===== src/scs_pkg.sv =====
// constants, field layout and types of the sync check supervisor
package scs_pkg;
  localparam int          VW        = 16;
  localparam int          EVT_N     = 16;
  localparam int          SEL_W     = 4;
  localparam int          AW        = 8;
  localparam int          SW_N      = 8;
  // register byte offsets
  localparam logic [7:0]  OFF_CTRL  = 8'h00;
  localparam logic [7:0]  OFF_VMAX  = 8'h04;
  localparam logic [7:0]  OFF_VMIN  = 8'h08;
  localparam logic [7:0]  OFF_FMAX  = 8'h0c;
  localparam logic [7:0]  OFF_FMIN  = 8'h10;
  localparam logic [7:0]  OFF_VNOM  = 8'h14;
  localparam logic [7:0]  OFF_MAXT  = 8'h18;
  localparam logic [7:0]  OFF_STAT  = 8'h1c;
  // control field positions
  localparam int          C_ACT     = 0;
  localparam int          C_UBLK    = 4;
  localparam int          C_SBLK    = 8;
  localparam int          C_REF     = 12;
  localparam int          C_ROT     = 13;
  localparam int          C_MODE3   = 14;
  localparam int          C_SCEN    = 15;
  localparam int          C_SW      = 16;
  localparam int          C_SHOW    = 20;
  localparam int          CTRL_W    = 22;
  // reset values
  localparam logic [21:0] CTRL_RST  = 22'h004000;
  localparam logic [15:0] VMAX_RST  = 16'hffff;
  localparam logic [15:0] VMIN_RST  = 16'h0000;
  localparam logic [15:0] FMAX_RST  = 16'hffff;
  localparam logic [15:0] FMIN_RST  = 16'h0000;
  localparam logic [15:0] VNOM_RST  = 16'h0000;
  localparam logic [15:0] MAXT_RST  = 16'h0000;
  // phase sequence live threshold, 40 percent as num/den
  localparam logic [3:0]  LIVE_NUM  = 4'h4;
  localparam logic [3:0]  LIVE_DEN  = 4'ha;
  // display mode bits
  localparam int          SHOW_OPEN = 0;
  localparam int          SHOW_CLS  = 1;
  // timing: one millisecond tick of the manual timer
  localparam int          CLK_NS    = 40;
  localparam int          MS_NS     = 1000000;
  localparam int          TICK_CYC  = (MS_NS + CLK_NS - 1) / CLK_NS;
  localparam logic [1:0]  RESP_OK   = 2'h0;
  localparam logic [1:0]  RESP_SERR = 2'h2;
  typedef enum logic [0:0] {
    SCS_IDLE = 1'b0,
    SCS_MAN  = 1'b1
  } scs_man_e;
endpackage


===== src/scs_sync_check_supervisor.sv =====
// sync check supervisor: gating, range check, timer and axi4-lite registers
//
// Operation
// - unit active flag follows the selected activation event exactly.
// - activation selection zero means no event activation.
// - selected unit blocking event blocks whole unit and sets blocked flag.
// - unit blocking selection zero means never blocked.
// - reference select picks which input is reference, other is synchronized.
// - manual start runs max time timer; expiry without stop deactivates.
// - max time limit applies to manual runs only, never event activation.
// - phase sequence check acts when enabled and all voltages exceed 40% nominal.
// - wrong sequence sets per input flag and blocks both sub-functions.
// - three-phase mode checks all three voltages, two-phase only the first.
// - selected voltages are compared with maximum and minimum limits.
// - difference checks start only when both inputs are in range.
// - synchrocheck starts only when enabled and event-activated.
// - selected synchrocheck blocking event blocks check and sets flag.
// - synchrocheck blocking selection zero means never blocked.
// - switch element select routes chosen element state to display; none outputs none.
// - settings are held once per unit and shared by both sub-functions.
// - display setting picks auto open, auto close, both or neither.
// - input in voltage and frequency range sets its in-range flag.
// - voltage above maximum sets that input's over-voltage flag.
//
// Added by the designer: the AXI4-Lite interface to the registers and the register offsets.
`timescale 1ns/1ps
module scs_sync_check_supervisor #(
  parameter int TICK_CYC = scs_pkg::TICK_CYC
) (
  input  wire logic                     clk,
  input  wire logic                     rstn,
  input  wire logic [7:0]               s_axi_awaddr,
  input  wire logic                     s_axi_awvalid,
  output logic                          s_axi_awready,
  input  wire logic [31:0]              s_axi_wdata,
  input  wire logic [3:0]               s_axi_wstrb,
  input  wire logic                     s_axi_wvalid,
  output logic                          s_axi_wready,
  output logic [1:0]                    s_axi_bresp,
  output logic                          s_axi_bvalid,
  input  wire logic                     s_axi_bready,
  input  wire logic [7:0]               s_axi_araddr,
  input  wire logic                     s_axi_arvalid,
  output logic                          s_axi_arready,
  output logic [31:0]                   s_axi_rdata,
  output logic [1:0]                    s_axi_rresp,
  output logic                          s_axi_rvalid,
  input  wire logic                     s_axi_rready,
  input  wire logic [15:0]              event_in,
  input  wire logic                     manual_start,
  input  wire logic                     manual_stop,
  input  wire logic                     meas_valid,
  input  wire logic [15:0]              volt_input_a_v12,
  input  wire logic [15:0]              volt_input_a_v23,
  input  wire logic [15:0]              volt_input_a_v31,
  input  wire logic [15:0]              volt_input_a_freq,
  input  wire logic                     volt_input_a_seq_ok,
  input  wire logic [15:0]              volt_input_b_v12,
  input  wire logic [15:0]              volt_input_b_v23,
  input  wire logic [15:0]              volt_input_b_v31,
  input  wire logic [15:0]              volt_input_b_freq,
  input  wire logic                     volt_input_b_seq_ok,
  input  wire logic [7:0]               switch_state,
  output logic                          unit_active,
  output logic                          unit_blocked,
  output logic                          sc_blocked,
  output logic                          vc_blocked,
  output logic                          sc_running,
  output logic                          diff_eval_en,
  output logic [1:0]                    neg_seq,
  output logic [1:0]                    in_range,
  output logic [1:0]                    over_volt,
  output logic [1:0]                    under_volt,
  output logic [1:0]                    over_freq,
  output logic [1:0]                    under_freq,
  output logic [15:0]                   ref_line_voltage_first_pair,
  output logic [15:0]                   ref_freq,
  output logic [15:0]                   syn_line_voltage_first_pair,
  output logic [15:0]                   syn_freq,
  output logic                          disp_sw_valid,
  output logic                          disp_sw_state,
  output logic                          view_open,
  output logic                          view_close
);
  logic [scs_pkg::CTRL_W-1:0] ctrl_ff;
  logic [15:0]                vmax_ff, vmin_ff, fmax_ff, fmin_ff, vnom_ff, maxt_ff;
  logic [7:0]                 awaddr_ff;
  logic [31:0]                wdata_ff;
  logic                       aw_held_ff, w_held_ff;
  logic [31:0]                nxt_rdata;
  logic                       rd_hit;
  logic                       wr_fire;
  logic                       wr_hit;
  logic                       act_evt, ublk_evt, sblk_evt;
  logic                       man_on;
  scs_pkg::scs_man_e          man_ff;
  logic [15:0]                tick_ff;
  logic [15:0]                ms_ff;
  logic                       tick;
  logic                       expire;
  logic                       unit_on;
  logic                       unit_on_d_ff;
  logic [1:0]                 live;
  logic [15:0]                v12 [2];
  logic [15:0]                v23 [2];
  logic [15:0]                v31 [2];
  logic [15:0]                fq  [2];
  logic [1:0]                 seq_ok;
  logic [2:0]                 sw_idx;
  logic [31:0]                stat;

  // event selection: index zero is reserved for "none configured"
  function automatic logic evt_sel(input logic [3:0] sel, input logic [15:0] ev);
    evt_sel = (sel != 4'h0) && ev[sel];
  endfunction

  assign act_evt  = evt_sel(ctrl_ff[scs_pkg::C_ACT +: scs_pkg::SEL_W], event_in);
  assign ublk_evt = evt_sel(ctrl_ff[scs_pkg::C_UBLK +: scs_pkg::SEL_W], event_in);
  assign sblk_evt = evt_sel(ctrl_ff[scs_pkg::C_SBLK +: scs_pkg::SEL_W], event_in);

  // ---------------- axi4-lite write path ----------------
  assign wr_fire = aw_held_ff && w_held_ff && !s_axi_bvalid;
  // unaligned offsets never match a register, so they answer slverr too
  assign wr_hit  = (awaddr_ff[1:0] == 2'h0) && (awaddr_ff[7:2] <= scs_pkg::OFF_MAXT[7:2]);

  // address and data are taken independently, in either order
  always_ff @(posedge clk) begin
    if (!rstn) begin
      aw_held_ff    <= 1'b0;
      w_held_ff     <= 1'b0;
      awaddr_ff     <= 8'h00;
      wdata_ff      <= 32'h00000000;
      s_axi_awready <= 1'b0;
      s_axi_wready  <= 1'b0;
    end else begin
      s_axi_awready <= !aw_held_ff && !(s_axi_awvalid && s_axi_awready);
      s_axi_wready  <= !w_held_ff && !(s_axi_wvalid && s_axi_wready);
      if (s_axi_awvalid && s_axi_awready) begin
        aw_held_ff <= 1'b1;
        awaddr_ff  <= s_axi_awaddr;
      end else if (wr_fire) begin
        aw_held_ff <= 1'b0;
      end
      if (s_axi_wvalid && s_axi_wready) begin
        w_held_ff <= 1'b1;
        wdata_ff  <= s_axi_wdata;
      end else if (wr_fire) begin
        w_held_ff <= 1'b0;
      end
    end
  end

  // write response; unmapped or status writes get slverr
  always_ff @(posedge clk) begin
    if (!rstn) begin
      s_axi_bvalid <= 1'b0;
      s_axi_bresp  <= scs_pkg::RESP_OK;
    end else if (wr_fire) begin
      s_axi_bvalid <= 1'b1;
      s_axi_bresp  <= wr_hit ? scs_pkg::RESP_OK : scs_pkg::RESP_SERR;
    end else if (s_axi_bready) begin
      s_axi_bvalid <= 1'b0;
    end
  end

  // settings, one copy shared by synchrocheck and voltage
  // wstrb is not honoured per lane; settings are written whole words
  always_ff @(posedge clk) begin
    if (!rstn) begin
      ctrl_ff <= scs_pkg::CTRL_RST;
      vmax_ff <= scs_pkg::VMAX_RST;
      vmin_ff <= scs_pkg::VMIN_RST;
      fmax_ff <= scs_pkg::FMAX_RST;
      fmin_ff <= scs_pkg::FMIN_RST;
      vnom_ff <= scs_pkg::VNOM_RST;
      maxt_ff <= scs_pkg::MAXT_RST;
    end else if (wr_fire && (s_axi_wstrb != 4'h0 || 1'b1)) begin
      case (awaddr_ff)
        scs_pkg::OFF_CTRL: ctrl_ff <= wdata_ff[scs_pkg::CTRL_W-1:0];
        scs_pkg::OFF_VMAX: vmax_ff <= wdata_ff[15:0];
        scs_pkg::OFF_VMIN: vmin_ff <= wdata_ff[15:0];
        scs_pkg::OFF_FMAX: fmax_ff <= wdata_ff[15:0];
        scs_pkg::OFF_FMIN: fmin_ff <= wdata_ff[15:0];
        scs_pkg::OFF_VNOM: vnom_ff <= wdata_ff[15:0];
        scs_pkg::OFF_MAXT: maxt_ff <= wdata_ff[15:0];
        default: ;
      endcase
    end
  end

  // ---------------- axi4-lite read path ----------------
  assign stat = {13'h0000, man_on, diff_eval_en, sc_running, under_freq, over_freq,
                 under_volt, over_volt, in_range, neg_seq, vc_blocked, sc_blocked,
                 unit_blocked, unit_active};

  always_comb begin
    nxt_rdata = 32'h00000000;
    rd_hit    = 1'b1;
    case (s_axi_araddr)
      scs_pkg::OFF_CTRL: nxt_rdata = {10'h000, ctrl_ff};
      scs_pkg::OFF_VMAX: nxt_rdata = {16'h0000, vmax_ff};
      scs_pkg::OFF_VMIN: nxt_rdata = {16'h0000, vmin_ff};
      scs_pkg::OFF_FMAX: nxt_rdata = {16'h0000, fmax_ff};
      scs_pkg::OFF_FMIN: nxt_rdata = {16'h0000, fmin_ff};
      scs_pkg::OFF_VNOM: nxt_rdata = {16'h0000, vnom_ff};
      scs_pkg::OFF_MAXT: nxt_rdata = {16'h0000, maxt_ff};
      scs_pkg::OFF_STAT: nxt_rdata = stat;
      default:           rd_hit    = 1'b0;
    endcase
  end

  // one read at a time; arready drops while the answer is held
  always_ff @(posedge clk) begin
    if (!rstn) begin
      s_axi_arready <= 1'b0;
      s_axi_rvalid  <= 1'b0;
      s_axi_rdata   <= 32'h00000000;
      s_axi_rresp   <= scs_pkg::RESP_OK;
    end else if (s_axi_arvalid && s_axi_arready) begin
      s_axi_arready <= 1'b0;
      s_axi_rvalid  <= 1'b1;
      s_axi_rdata   <= nxt_rdata;
      s_axi_rresp   <= rd_hit ? scs_pkg::RESP_OK : scs_pkg::RESP_SERR;
    end else if (s_axi_rvalid) begin
      s_axi_rvalid  <= !s_axi_rready;
      s_axi_arready <= s_axi_rready;
    end else begin
      s_axi_arready <= 1'b1;
    end
  end

  // ---------------- manual run and maximum operating time ----------------
  assign man_on = (man_ff == scs_pkg::SCS_MAN);
  assign tick   = (tick_ff == 16'(TICK_CYC - 1));
  assign expire = man_on && tick && (ms_ff >= maxt_ff);

  // manual start arms, stop or timeout ends; event activation never times out
  always_ff @(posedge clk) begin
    if (!rstn) begin
      man_ff <= scs_pkg::SCS_IDLE;
    end else begin
      case (man_ff)
        scs_pkg::SCS_IDLE: if (manual_start) begin
          man_ff <= scs_pkg::SCS_MAN;
        end
        scs_pkg::SCS_MAN: if (manual_stop || expire) begin
          man_ff <= scs_pkg::SCS_IDLE;
        end
        default: man_ff <= scs_pkg::SCS_IDLE;
      endcase
    end
  end

  // millisecond prescaler and elapsed count, both restart on manual start
  always_ff @(posedge clk) begin
    if (!rstn || !man_on) begin
      tick_ff <= 16'h0000;
      ms_ff   <= 16'h0000;
    end else if (tick) begin
      tick_ff <= 16'h0000;
      ms_ff   <= (ms_ff == 16'hffff) ? ms_ff : ms_ff + 16'h0001;
    end else begin
      tick_ff <= tick_ff + 16'h0001;
    end
  end

  // ---------------- per-input range and phase sequence ----------------
  assign v12[0] = volt_input_a_v12;
  assign v23[0] = volt_input_a_v23;
  assign v31[0] = volt_input_a_v31;
  assign fq[0]  = volt_input_a_freq;
  assign v12[1] = volt_input_b_v12;
  assign v23[1] = volt_input_b_v23;
  assign v31[1] = volt_input_b_v31;
  assign fq[1]  = volt_input_b_freq;
  assign seq_ok = {volt_input_b_seq_ok, volt_input_a_seq_ok};

  for (genvar g = 0; g < 2; g++) begin : g_in
    logic m3;
    logic ov, uv, of, uf;
    assign m3 = ctrl_ff[scs_pkg::C_MODE3];
    // two-phase mode looks at the first pair only
    assign ov = (v12[g] > vmax_ff) || (m3 && ((v23[g] > vmax_ff) || (v31[g] > vmax_ff)));
    assign uv = (v12[g] < vmin_ff) || (m3 && ((v23[g] < vmin_ff) || (v31[g] < vmin_ff)));
    assign of = (fq[g] > fmax_ff);
    assign uf = (fq[g] < fmin_ff);
    // live means all three above 40 percent nominal, scaled to avoid a divider
    assign live[g] = (20'(v12[g]) * 20'(scs_pkg::LIVE_DEN) > 20'(vnom_ff) * 20'(scs_pkg::LIVE_NUM))
                  && (20'(v23[g]) * 20'(scs_pkg::LIVE_DEN) > 20'(vnom_ff) * 20'(scs_pkg::LIVE_NUM))
                  && (20'(v31[g]) * 20'(scs_pkg::LIVE_DEN) > 20'(vnom_ff) * 20'(scs_pkg::LIVE_NUM));

    // flags hold between samples and refresh on each new one
    always_ff @(posedge clk) begin
      if (!rstn) begin
        over_volt[g]  <= 1'b0;
        under_volt[g] <= 1'b0;
        over_freq[g]  <= 1'b0;
        under_freq[g] <= 1'b0;
        in_range[g]   <= 1'b0;
        neg_seq[g]    <= 1'b0;
      end else if (meas_valid) begin
        over_volt[g]  <= ov;
        under_volt[g] <= uv;
        over_freq[g]  <= of;
        under_freq[g] <= uf;
        in_range[g]   <= !(ov || uv || of || uf);
        neg_seq[g]    <= ctrl_ff[scs_pkg::C_ROT] && (&live) && !seq_ok[g];
      end
    end
  end

  // ---------------- unit gating and sub-function blocking ----------------
  assign unit_on = (act_evt || man_on) && !ublk_evt;

  always_ff @(posedge clk) begin
    if (!rstn) begin
      unit_active  <= 1'b0;
      unit_blocked <= 1'b0;
      sc_blocked   <= 1'b0;
      vc_blocked   <= 1'b0;
      sc_running   <= 1'b0;
      unit_on_d_ff <= 1'b0;
    end else begin
      unit_active  <= act_evt;
      unit_blocked <= ublk_evt;
      sc_blocked   <= sblk_evt;
      vc_blocked   <= ublk_evt || (|neg_seq);
      // synchrocheck wants event activation, not a manual run
      sc_running   <= ctrl_ff[scs_pkg::C_SCEN] && act_evt && !ublk_evt && !sblk_evt && !(|neg_seq);
      unit_on_d_ff <= unit_on;
    end
  end

  // difference evaluation waits for both inputs in range
  always_ff @(posedge clk) begin
    if (!rstn) begin
      diff_eval_en <= 1'b0;
    end else begin
      diff_eval_en <= sc_running && (&in_range);
    end
  end

  // reference routing to the difference stage
  always_ff @(posedge clk) begin
    if (!rstn) begin
      ref_line_voltage_first_pair <= 16'h0000;
      ref_freq                    <= 16'h0000;
      syn_line_voltage_first_pair <= 16'h0000;
      syn_freq                    <= 16'h0000;
    end else if (meas_valid) begin
      ref_line_voltage_first_pair <= ctrl_ff[scs_pkg::C_REF] ? v12[1] : v12[0];
      ref_freq                    <= ctrl_ff[scs_pkg::C_REF] ? fq[1] : fq[0];
      syn_line_voltage_first_pair <= ctrl_ff[scs_pkg::C_REF] ? v12[0] : v12[1];
      syn_freq                    <= ctrl_ff[scs_pkg::C_REF] ? fq[0] : fq[1];
    end
  end

  // ---------------- display ----------------
  assign sw_idx = 3'(ctrl_ff[scs_pkg::C_SW +: 4] - 4'h1);

  // element select 0 shows nothing; values above 8 also show nothing
  always_ff @(posedge clk) begin
    if (!rstn) begin
      disp_sw_valid <= 1'b0;
      disp_sw_state <= 1'b0;
      view_open     <= 1'b0;
      view_close    <= 1'b0;
    end else begin
      disp_sw_valid <= (ctrl_ff[scs_pkg::C_SW +: 4] != 4'h0) && (ctrl_ff[scs_pkg::C_SW +: 4] <= 4'h8);
      disp_sw_state <= disp_sw_valid_n() && switch_state[sw_idx];
      view_open     <= ctrl_ff[scs_pkg::C_SHOW + scs_pkg::SHOW_OPEN] && unit_on && !unit_on_d_ff;
      view_close    <= ctrl_ff[scs_pkg::C_SHOW + scs_pkg::SHOW_CLS] && !unit_on && unit_on_d_ff;
    end
  end

  function automatic logic disp_sw_valid_n();
    disp_sw_valid_n = (ctrl_ff[scs_pkg::C_SW +: 4] != 4'h0) && (ctrl_ff[scs_pkg::C_SW +: 4] <= 4'h8);
  endfunction
endmodule


===== config.mk =====
export PLATFORM = sky130hd
export DESIGN_NAME = scs_sync_check_supervisor
export DESIGN_NICKNAME = d
export VERILOG_FILES = /design/src/scs_pkg.sv /design/src/scs_sync_check_supervisor.sv
export SDC_FILE = /design/constraint.sdc
export NUM_CORES = 1
export LEC_CHECK = 0
export ABC_AREA = 1
export BUFFER_PORTS_ARGS = -buffer_cell sky130_fd_sc_hd__buf_2
export CAP_MARGIN = 20
export CORE_MARGIN = 1
export CORE_UTILIZATION = 45
export CTS_BUF_LIST = sky130_fd_sc_hd__clkbuf_8 sky130_fd_sc_hd__clkbuf_16
export CTS_CLUSTER_DIAMETER = 60
export DETAILED_ROUTE_END_ITERATION = 10
export PLACE_DENSITY = 0.62
export RECOVER_POWER = 100
export SLEW_MARGIN = 20
export SYNTH_ARGS = -nofsm -noshare
export SYNTH_HDL_FRONTEND = slang
export SYNTH_SLANG_ARGS = --single-unit

===== constraint.sdc =====
create_clock -name clk -period 5 [get_ports clk]
set_clock_uncertainty 0.1 [all_clocks]
set_input_delay 0.75 -clock clk [delete_from_list [all_inputs] [get_ports clk]]
set_output_delay 0.75 -clock clk [all_outputs]
set_load 0.05 [all_outputs]

==> results of run 1 <==
worst reg2reg max path, stage by stage, from the launching register on:
cell and delay [ps]:
dfxtp_1 310, inv_1 760, clkbuf_1 1260, o21ai_0 440, o211ai_1 200, inv_1 60
metal layers:
metal	vias up	wire length, microns	track usage [%]
met5	-	30	0
met4	4	3848	12.73
met3	187	6222	4.176
met2	869	40280	48.94
met1	11490	40260	40.26
li1	12900	-	-
cells by family after synthesis:
logic type               after synthesis  share of synthesized area, %
AO/OA/AOI/OAI                        932                         20.43
XOR/XNOR                              77                         2.601
adder cells (fa/ha/maj)              538                         26.14
buffers and inverters                578                         8.604
flip-flops                           299                         23.09
other                                  1                       0.01446
AND/OR/NAND/NOR                     1165                         19.13
through the flow:
stage | std cells | util, % | setup WS (ps)
after floorplan | 3601 | - | 1182
after global placement | 4570 | 49.60 | 472.3
after detailed placement | 4570 | 49.60 | 425.0
after CTS | 4631 | 51.72 | 992.9
after global routing | 4632 | 51.26 | 453.0
final | 4634 | 51.27 | 772.8
area by class of cell:
class	count	area share [%]
clock inverters	20	0.8262
repair buffers	331	5.276
clock buffers	41	3.296
inverters	460	5.938
diodes	3	0.02582
flip-flops and latches	299	20.59
well taps	756	3.253
multi-input cells	2724	60.80
path summary, 6_finish.rpt:
kind,startpoint,end,slack [ps],cells after the start
worst min-delay path,unit_on_d_ff,view_open,320,1
worst max-delay path,volt_input_a_v12[3],neg_seq[1],770,23
worst min register to register,unit_on_d_ff,view_open,320,1
worst max register to register,ctrl_ff[12],ref_freq[0],1760,5
registers in the layout (all words and copies together), names as in the netlist, 2 cells and up:
signal	cells
over_freq	2
vmin_ff	16
wdata_ff	22
tick_ff	16
ref_freq	16
vmax_ff	16
ms_ff	16
fmax_ff	16
under_freq	2
in_range	2
syn_line_voltage_first_pair	16
neg_seq	2
maxt_ff	16
ctrl_ff	22
awaddr_ff	8
under_volt	2
s_axi_rdata	22
over_volt	2
fmin_ff	16
syn_freq	16
vnom_ff	16
ref_line_voltage_first_pair	16
synthesized netlist by cell type (all sizes together) (46+ instances only):
cell type and count:
inv 456, nor2 177, o211ai 115, dfxtp 299
ha 532, nand3 166, nand2 699, nor3 54
xor2 46, a21oi 423, clkbuf 86, o21ai 256
power breakdown:
group | leakage (nW) | switching, mW | internal (mW)
combinational | 11.3 | 1.31 | 0.748
sequential | 2.44 | 0.0475 | 2.45
clock | 0.596 | 1.11 | 1.55
total | 14.4 | 2.46 | 4.75
==> summary.txt, run 1 <==
Critical path
  • Worst EP arrival: 4500 ps
  • Crit start category: input port
  • Setup CP Type: input port to register
  • Most used cell, CP: nand3_1
  • Buf+Inv Stages, Crit Path: 2
  • CP max FO: 6
  • CP Data Required Time: 5270 ps
  • Critical path cell sequence: clkbuf_1, ha_1, ha_1, nand3_1, nand3_1, a21oi_1, o21bai_1, a31oi_1, o21bai_1, a21oi_1, xnor2_1, ha_1, nand2_1, inv_1, nand3_1, nor3_1, nand3_1, nand2_1, nand3_1, nand2_1, nor2_1, nand3_1, a21oi_1
  • Worst setup EP type: register
  • Top delay family on crit path: simple AND/OR/NAND/NOR gates
  • CP max stage delay: 380 ps
  • Slowest-stage cell, CP: ha_1

Timing
  • Worst hold margin: 320.6 ps
  • Slew HR: -140.4%
  • Hold Violations, Final: 0
  • Fin crit period: 4227 ps
  • Final Setup Violations: 0
  • Max Freq: 236.6 MHz
  • Fin. max-slew vios: 308
  • RSZ-0062 raised after global routing: no
  • Setup TNS: 0 ps
  • Worst slew pin tran: 3606 ps
  • Period utilization: 84.54%

Routing
  • Final WL: 90.65 mm
  • First-pass detailed-route iteration total: 5
  • Vias per inst: 5.492
  • Wirelength per Cell: 19.56 microns
  • Via count: 25450
  • Routed Antenna Nets: 0
  • # DRC: 0
  • Initial drt markers: 1926

Logic synthesis
  • Synth warn: 0
  • Area of the mapped netlist: 25930 sq um
  • Mean Syn Cell Area: 7.222 sq um
  • Syn Inst Count: 3590
  • Area share of the largest cell type after synthesis: 25.67%
  • Yosys cell types: 58
  • Async SR Flop Fraction: 0%
  • Post-synth EDFFs: 0
  • #FFs+latches synth: 299
  • Area leader, netlist: ha_1
  • Ranking of synthesized cells by area: ha_1 26%, dfxtp_1 23%, nand2_1 10%, a21oi_1 8.2%, inv_1 6.4%
  • Most used DFF post-synth: dfxtp_1
  • Sequential cell area fraction in the yosys report: 23.09%

Die
  • Die footprint: 58580 sq um
  • Die Height: 242.0 microns
  • Die width: 242.0 microns
  • Core box area: 56710 sq um
  • Initial Util: 45.72%
  • I/O pins: 343
  • Rows: 87

Clock tree
  • CTS tree: built
  • Clock sink total: 299
  • Worst-Skew Late Latency: 550 ps
  • Clock transition at path regs: 60 ps
  • Root Buffer Master: clkbuf_16
  • Num CTS Buffers: 35
  • Clk buf depth: 3
  • H-tree lvl count: 2
  • Setup repair bufs after CTS: 0
  • Hold buffers post-CTS: 0
  • Resized Gates After CTS: 0

Cells and area
  • Layout cells sized above 1: 7.484%
  • Sequential cell area: 5986 sq um
  • Leading cell type in the layout, fill and taps excluded: nand2_1
  • Synth-to-Final Area Change: 12.14%
  • Multi-input gate area: 17680 sq um
  • Commonest non-fill, non-tap cells in the layout: 697 x nand2_1, 532 x ha_1, 451 x inv_1
  • Design area: 29080 sq um
  • Nets: 4605
  • FILL cells: 5892

Global routing
  • Total Routing Usage GR: 30.28%
  • Initial antenna violation count: 5
  • First-pass GRT wire length: 138.1 mm
  • Vias in the first global route: 23430
  • Grt total ovfl: 0
  • Largest net degree at the start of global routing: 93

Placed design
  • Dpl cell area: 28130 sq um
  • Routability congestion estimate: 0.9433
  • HPWL after DPL: 68.33 mm
  • Buffers on Ports: 315

Power
  • VDD IR max: 0.2287 mV
  • Leakage: 14.36 nW
  • Tot Pwr: 7.214 mW
  • Power Density: 248.1 nW/um^2

Status
  • Status: finished with violations
  • Failing checks: max-capacitance violations, max-slew violations

Flow run
  • Max Cap Violations: 7

Hold path
  • Min-delay worst type: register to register
Note: power is estimated with default switching activity, not from simulation.
==> run 2: changes to the inputs <==
--- a/config.mk
+++ b/config.mk
@@ -5,7 +5,7 @@
 export SDC_FILE = /design/constraint.sdc
 export NUM_CORES = 1
 export LEC_CHECK = 0
-export ABC_AREA = 1
+export ABC_AREA = 0
 export BUFFER_PORTS_ARGS = -buffer_cell sky130_fd_sc_hd__buf_2
 export CAP_MARGIN = 20
 export CORE_MARGIN = 1
@@ -13,7 +13,7 @@
 export CTS_BUF_LIST = sky130_fd_sc_hd__clkbuf_8 sky130_fd_sc_hd__clkbuf_16
 export CTS_CLUSTER_DIAMETER = 60
 export DETAILED_ROUTE_END_ITERATION = 10
-export PLACE_DENSITY = 0.62
+export PLACE_DENSITY = 0.64
 export RECOVER_POWER = 100
 export SLEW_MARGIN = 20
 export SYNTH_ARGS = -nofsm -noshare
==> constraint.sdc (replaced) <==
create_clock -name clk -period 3.73 [get_ports clk]
set_clock_uncertainty 0.1 [all_clocks]
set_input_delay 0.5595 -clock clk [delete_from_list [all_inputs] [get_ports clk]]
set_output_delay 0.5595 -clock clk [all_outputs]
set_load 0.05 [all_outputs]
==> run 2 against run 1 <==
  * The flow finishes with violations (max-capacitance violations, max-slew violations, negative setup slack)
  * First-iteration DRC count is 2.4% lower
  * Sequential cell count did not move
  * Final area is 7.4% higher
  * Core utilization increased by 5.1 points
  * Count of clock-buffer cells in the layout down 1
  * Hold slack lost 220 ps
  * Routed wire length increased by 2.8%
  * Area after synthesis is 2.2% lower
  * Sequential power grew 35%
  * Critical endpoint unchanged
==> summary.txt, run 2 <==
Die
  • I/O pins: 343 (unchanged)
  • Core box area: 55420 sq um (-2.3%)
  • Die Height: 239.4 microns (-1.1%)
  • Initial Util: 45.77% (+0.054 points)
  • Die footprint: 57320 sq um (-2.2%)
  • Rows: 86 (-1.1%)
  • Die width: 239.4 microns (-1.1%)

Logic synthesis
  • Area share of the largest cell type after synthesis: 26.24% (+0.57 points)
  • Most common cell in the netlist: ha_1
  • Mean Syn Cell Area: 8.526 sq um (+18%)
  • Post-synth EDFFs: 0 (unchanged)
  • Async SR Flop Fraction: 0% (unchanged)
  • Area of the mapped netlist: 25370 sq um (-2.2%)
  • Syn Inst Count: 2975 (-17%)
  • Ranking of synthesized cells by area: ha_1 26%, dfxtp_1 24%, a21oi_1 4.7%, mux2i_1 4.6%, nor2_1 3.9%
  • Most used DFF post-synth: dfxtp_1
  • Sequential cell area fraction in the yosys report: 23.60% (+0.51 points)
  • Area leader, netlist: ha_1
  • #FFs+latches synth: 299 (unchanged)
  • Commonest cells in the synthesized netlist: 532 x ha_1, 299 x dfxtp_1, 261 x nor2_1, 254 x nand2_1, 239 x a21oi_1
  • Synth warn: 0 (unchanged)
  • Yosys cell types: 86 (+48%)

Cells and area
  • Commonest non-fill, non-tap cells in the layout: 511 x ha_1, 300 x buf_4, 298 x dfxtp_1
  • Layout cells sized above 1: 18.93% (+11 points)
  • Leading cell type in the layout, fill and taps excluded: ha_1
  • Nets: 4272 (-7.2%)
  • Design area: 31240 sq um (+7.4%)
  • Top Registers: ctrl_ff (22), s_axi_rdata (22), wdata_ff (22)
  • Synth-to-Final Area Change: 23.17%

Clock tree
  • Hold buffers post-CTS: 0 (unchanged)
  • Clock transition at path regs: 60 ps (about the same)
  • Root Buffer Master: clkbuf_16
  • H-tree lvl count: 2 (unchanged)
  • Worst-Skew Late Latency: 550 ps (about the same)
  • Clock sink total: 299 (unchanged)
  • Clk buf depth: 3 (unchanged)
  • CTS tree: built
  • Num CTS Buffers: 34 (-2.9%)

Global routing
  • Vias in the first global route: 24470 (+4.4%)
  • Largest net degree at the start of global routing: 84 (-9.7%)
  • Layer with the highest usage: met2
  • Global Route met3 Usage: 4.564% (+0.39 points)
  • Met2 Usage GRT: 51.51% (+2.6 points)
  • Initial antenna violation count: 4 (-1)
  • First-pass GRT wire length: 139.6 mm (+1.1%)
  • Total Routing Usage GR: 31.49% (+1.2 points)
  • Grt met1 use: 41.22% (+0.96 points)
  • Grt total ovfl: 0 (unchanged)

Routing
  • Via count: 25120 (-1.3%)
  • Routed Antenna Nets: 0 (unchanged)
  • Vias per inst: 5.852 (+6.6%)
  • Final WL: 93.17 mm (+2.8%)
  • Wirelength per Cell: 21.70 microns (+11%)
  • Initial drt markers: 1880 (-2.4%)
  • First-pass detailed-route iteration total: 7 (+2)
  • # DRC: 0 (unchanged)

Critical path
  • Worst setup EP type: register
  • Buf+Inv Stages, Crit Path: 2 (unchanged)
  • Crit start category: input port
  • Setup CP Type: input port to register
  • CP max stage delay: 410 ps (+30 ps)
  • Worst EP arrival: 4280 ps (-220 ps)
  • CP max FO: 3 (-3)
  • Slowest-stage cell, CP: a2111o_1
  • CP Data Required Time: 4110 ps (-1160 ps)
  • Top delay family on crit path: compound AO/OA/AOI/OAI gates
  • Critical path cell sequence: buf_2, ha_4, ha_4, inv_2, fa_2, and2b_2, o2111ai_4, a31oi_4, a41oi_2, nand2b_1, a21oi_2, xnor2_1, ha_1, nand2_2, a311oi_2, a2111oi_2, o21ai_1, o22ai_2, a2111o_1, o21ai_1

Timing
  • Worst slew pin tran: 2108 ps (-1498 ps)
  • Worst hold margin: 96.79 ps (-223.9 ps)
  • Fin. max-slew vios: 98 (-68%)
  • Hold Violations, Final: 0 (unchanged)
  • Fin crit period: 3905 ps
  • Final Setup Violations: 2 (+2)
  • RSZ-0062 raised after global routing: yes
  • Slew HR: -40.53% (+100 points)
  • Max Freq: 256.1 MHz
  • Worst setup margin: -174.5 ps (-947.3 ps)
  • Period utilization: 104.7%

Placed design
  • HPWL after DPL: 73.18 mm (+7.1%)
  • Buffers on Ports: 315 (unchanged)
  • Dpl cell area: 29680 sq um (+5.5%)
  • Routability congestion estimate: 0.9413 (-0.21%)

Power
  • VDD IR max: 0.3259 mV (+42%)
  • Leakage: 14.05 nW (-2.2%)
  • Power Density: 321.7 nW/um^2 (+30%)

Status
  • Status: finished with violations
  • Failing checks: max-capacitance violations, max-slew violations, negative setup slack

Flow run
  • Max Cap Violations: 2 (-5)

Hold path
  • Min-delay worst type: input port to register
## run 2: changes by cell type in the layout (fill, tap and decap cells not counted), sizes merged, moves of 33 or more
cell and delta:
mux2i +116, xnor2 +35, nor2 +84, a21oi -182
nand2 -445, o21ai -156, nand3 -124, o211ai -74
o22ai -33, a21o +95, a211oi +75, buf +291
inv -285, a22oi +44
## run 2: timing repair
action,in CTS,in global routing
buffers inserted,6,12
endpoints found under the setup margin,2,2
pin swaps,44,66
resized for setup,28,66
## run 2: per-layer routing
metal | share of wire [%] | vias to the layer above
li1 | - | 12010
met1 | 43 | 11960
met2 | 45 | 925
met3 | 7.4 | 222
met4 | 4.8 | 6
met5 | 0.053 | -
## run 2: worst register-to-register path, stage by stage, from the launching register on
cell and delay (ps):
dfxtp_1 330, inv_1 430, ha_1 350, a21o_1 170, a2111oi_0 470, o211ai_1 220
a311oi_1 380, o21bai_1 110, a21oi_1 190, nor3_1 120, a32o_1 240
## run 2: cell families after synthesis
family | synth area share (%)
other | 0.01478
buffers and inverters | 4.666
AND/OR/NAND/NOR | 14.84
flip-flops | 23.60
AO/OA/AOI/OAI | 20.95
adder cells (fa/ha/maj) | 26.72
multiplexers | 6.102
XOR/XNOR | 3.108
## run 2: worst paths after layout
path                                          start          end  slack [ps]  cells past startpoint
worst max register to register           vmin_ff[9]  in_range[0]         480                     10
worst max-delay path            volt_input_a_v31[3]   neg_seq[1]        -170                     20
worst min register to register           tick_ff[0]   tick_ff[0]         350                      1
worst min-delay path            volt_input_b_seq_ok   neg_seq[1]         100                      2
## run 2: report_power, final
group          internal (mW)  total [mW]  switching [mW]  leakage (nW)
Sequential              3.28        3.37          0.0911          2.43
Combinational           1.43        3.21            1.77          11.0
Clock                   2.03        3.48            1.45         0.591
## run 2: area by class of cell
type	instances	area, sq um
multi-input combinational	2388	18730
timing repair buffer	626	3771
sequential	299	5987
inverter	169	639.4
fill	5089	24170
clock buffer	40	933.4
antenna	1	2.502
tap	748	935.9
clock inverter	22	247.7
## run 2: per-stage QoR
| step | instances | setup TNS (ps) | power (mW) | utilization, % | worst slack, ps |
|---|---|---|---|---|---|
| 2_1_floorplan | 2986 | -808.8 | 5.311 | - | -404.4 |
| 3_3_place_gp | 4215 | -1677 | 6.343 | 53.56 | -838.3 |
| 4_1_cts | 4282 | -412.7 | 9.954 | 55.98 | -208.1 |
| 5_1_grt | 4293 | -604.2 | 10.57 | 56.38 | -305.2 |
| 6_report | 4293 | -340.2 | 10.05 | 56.38 | -174.5 |
| 3_5_place_dp | 4215 | -2003 | 6.443 | 53.56 | -1004 |
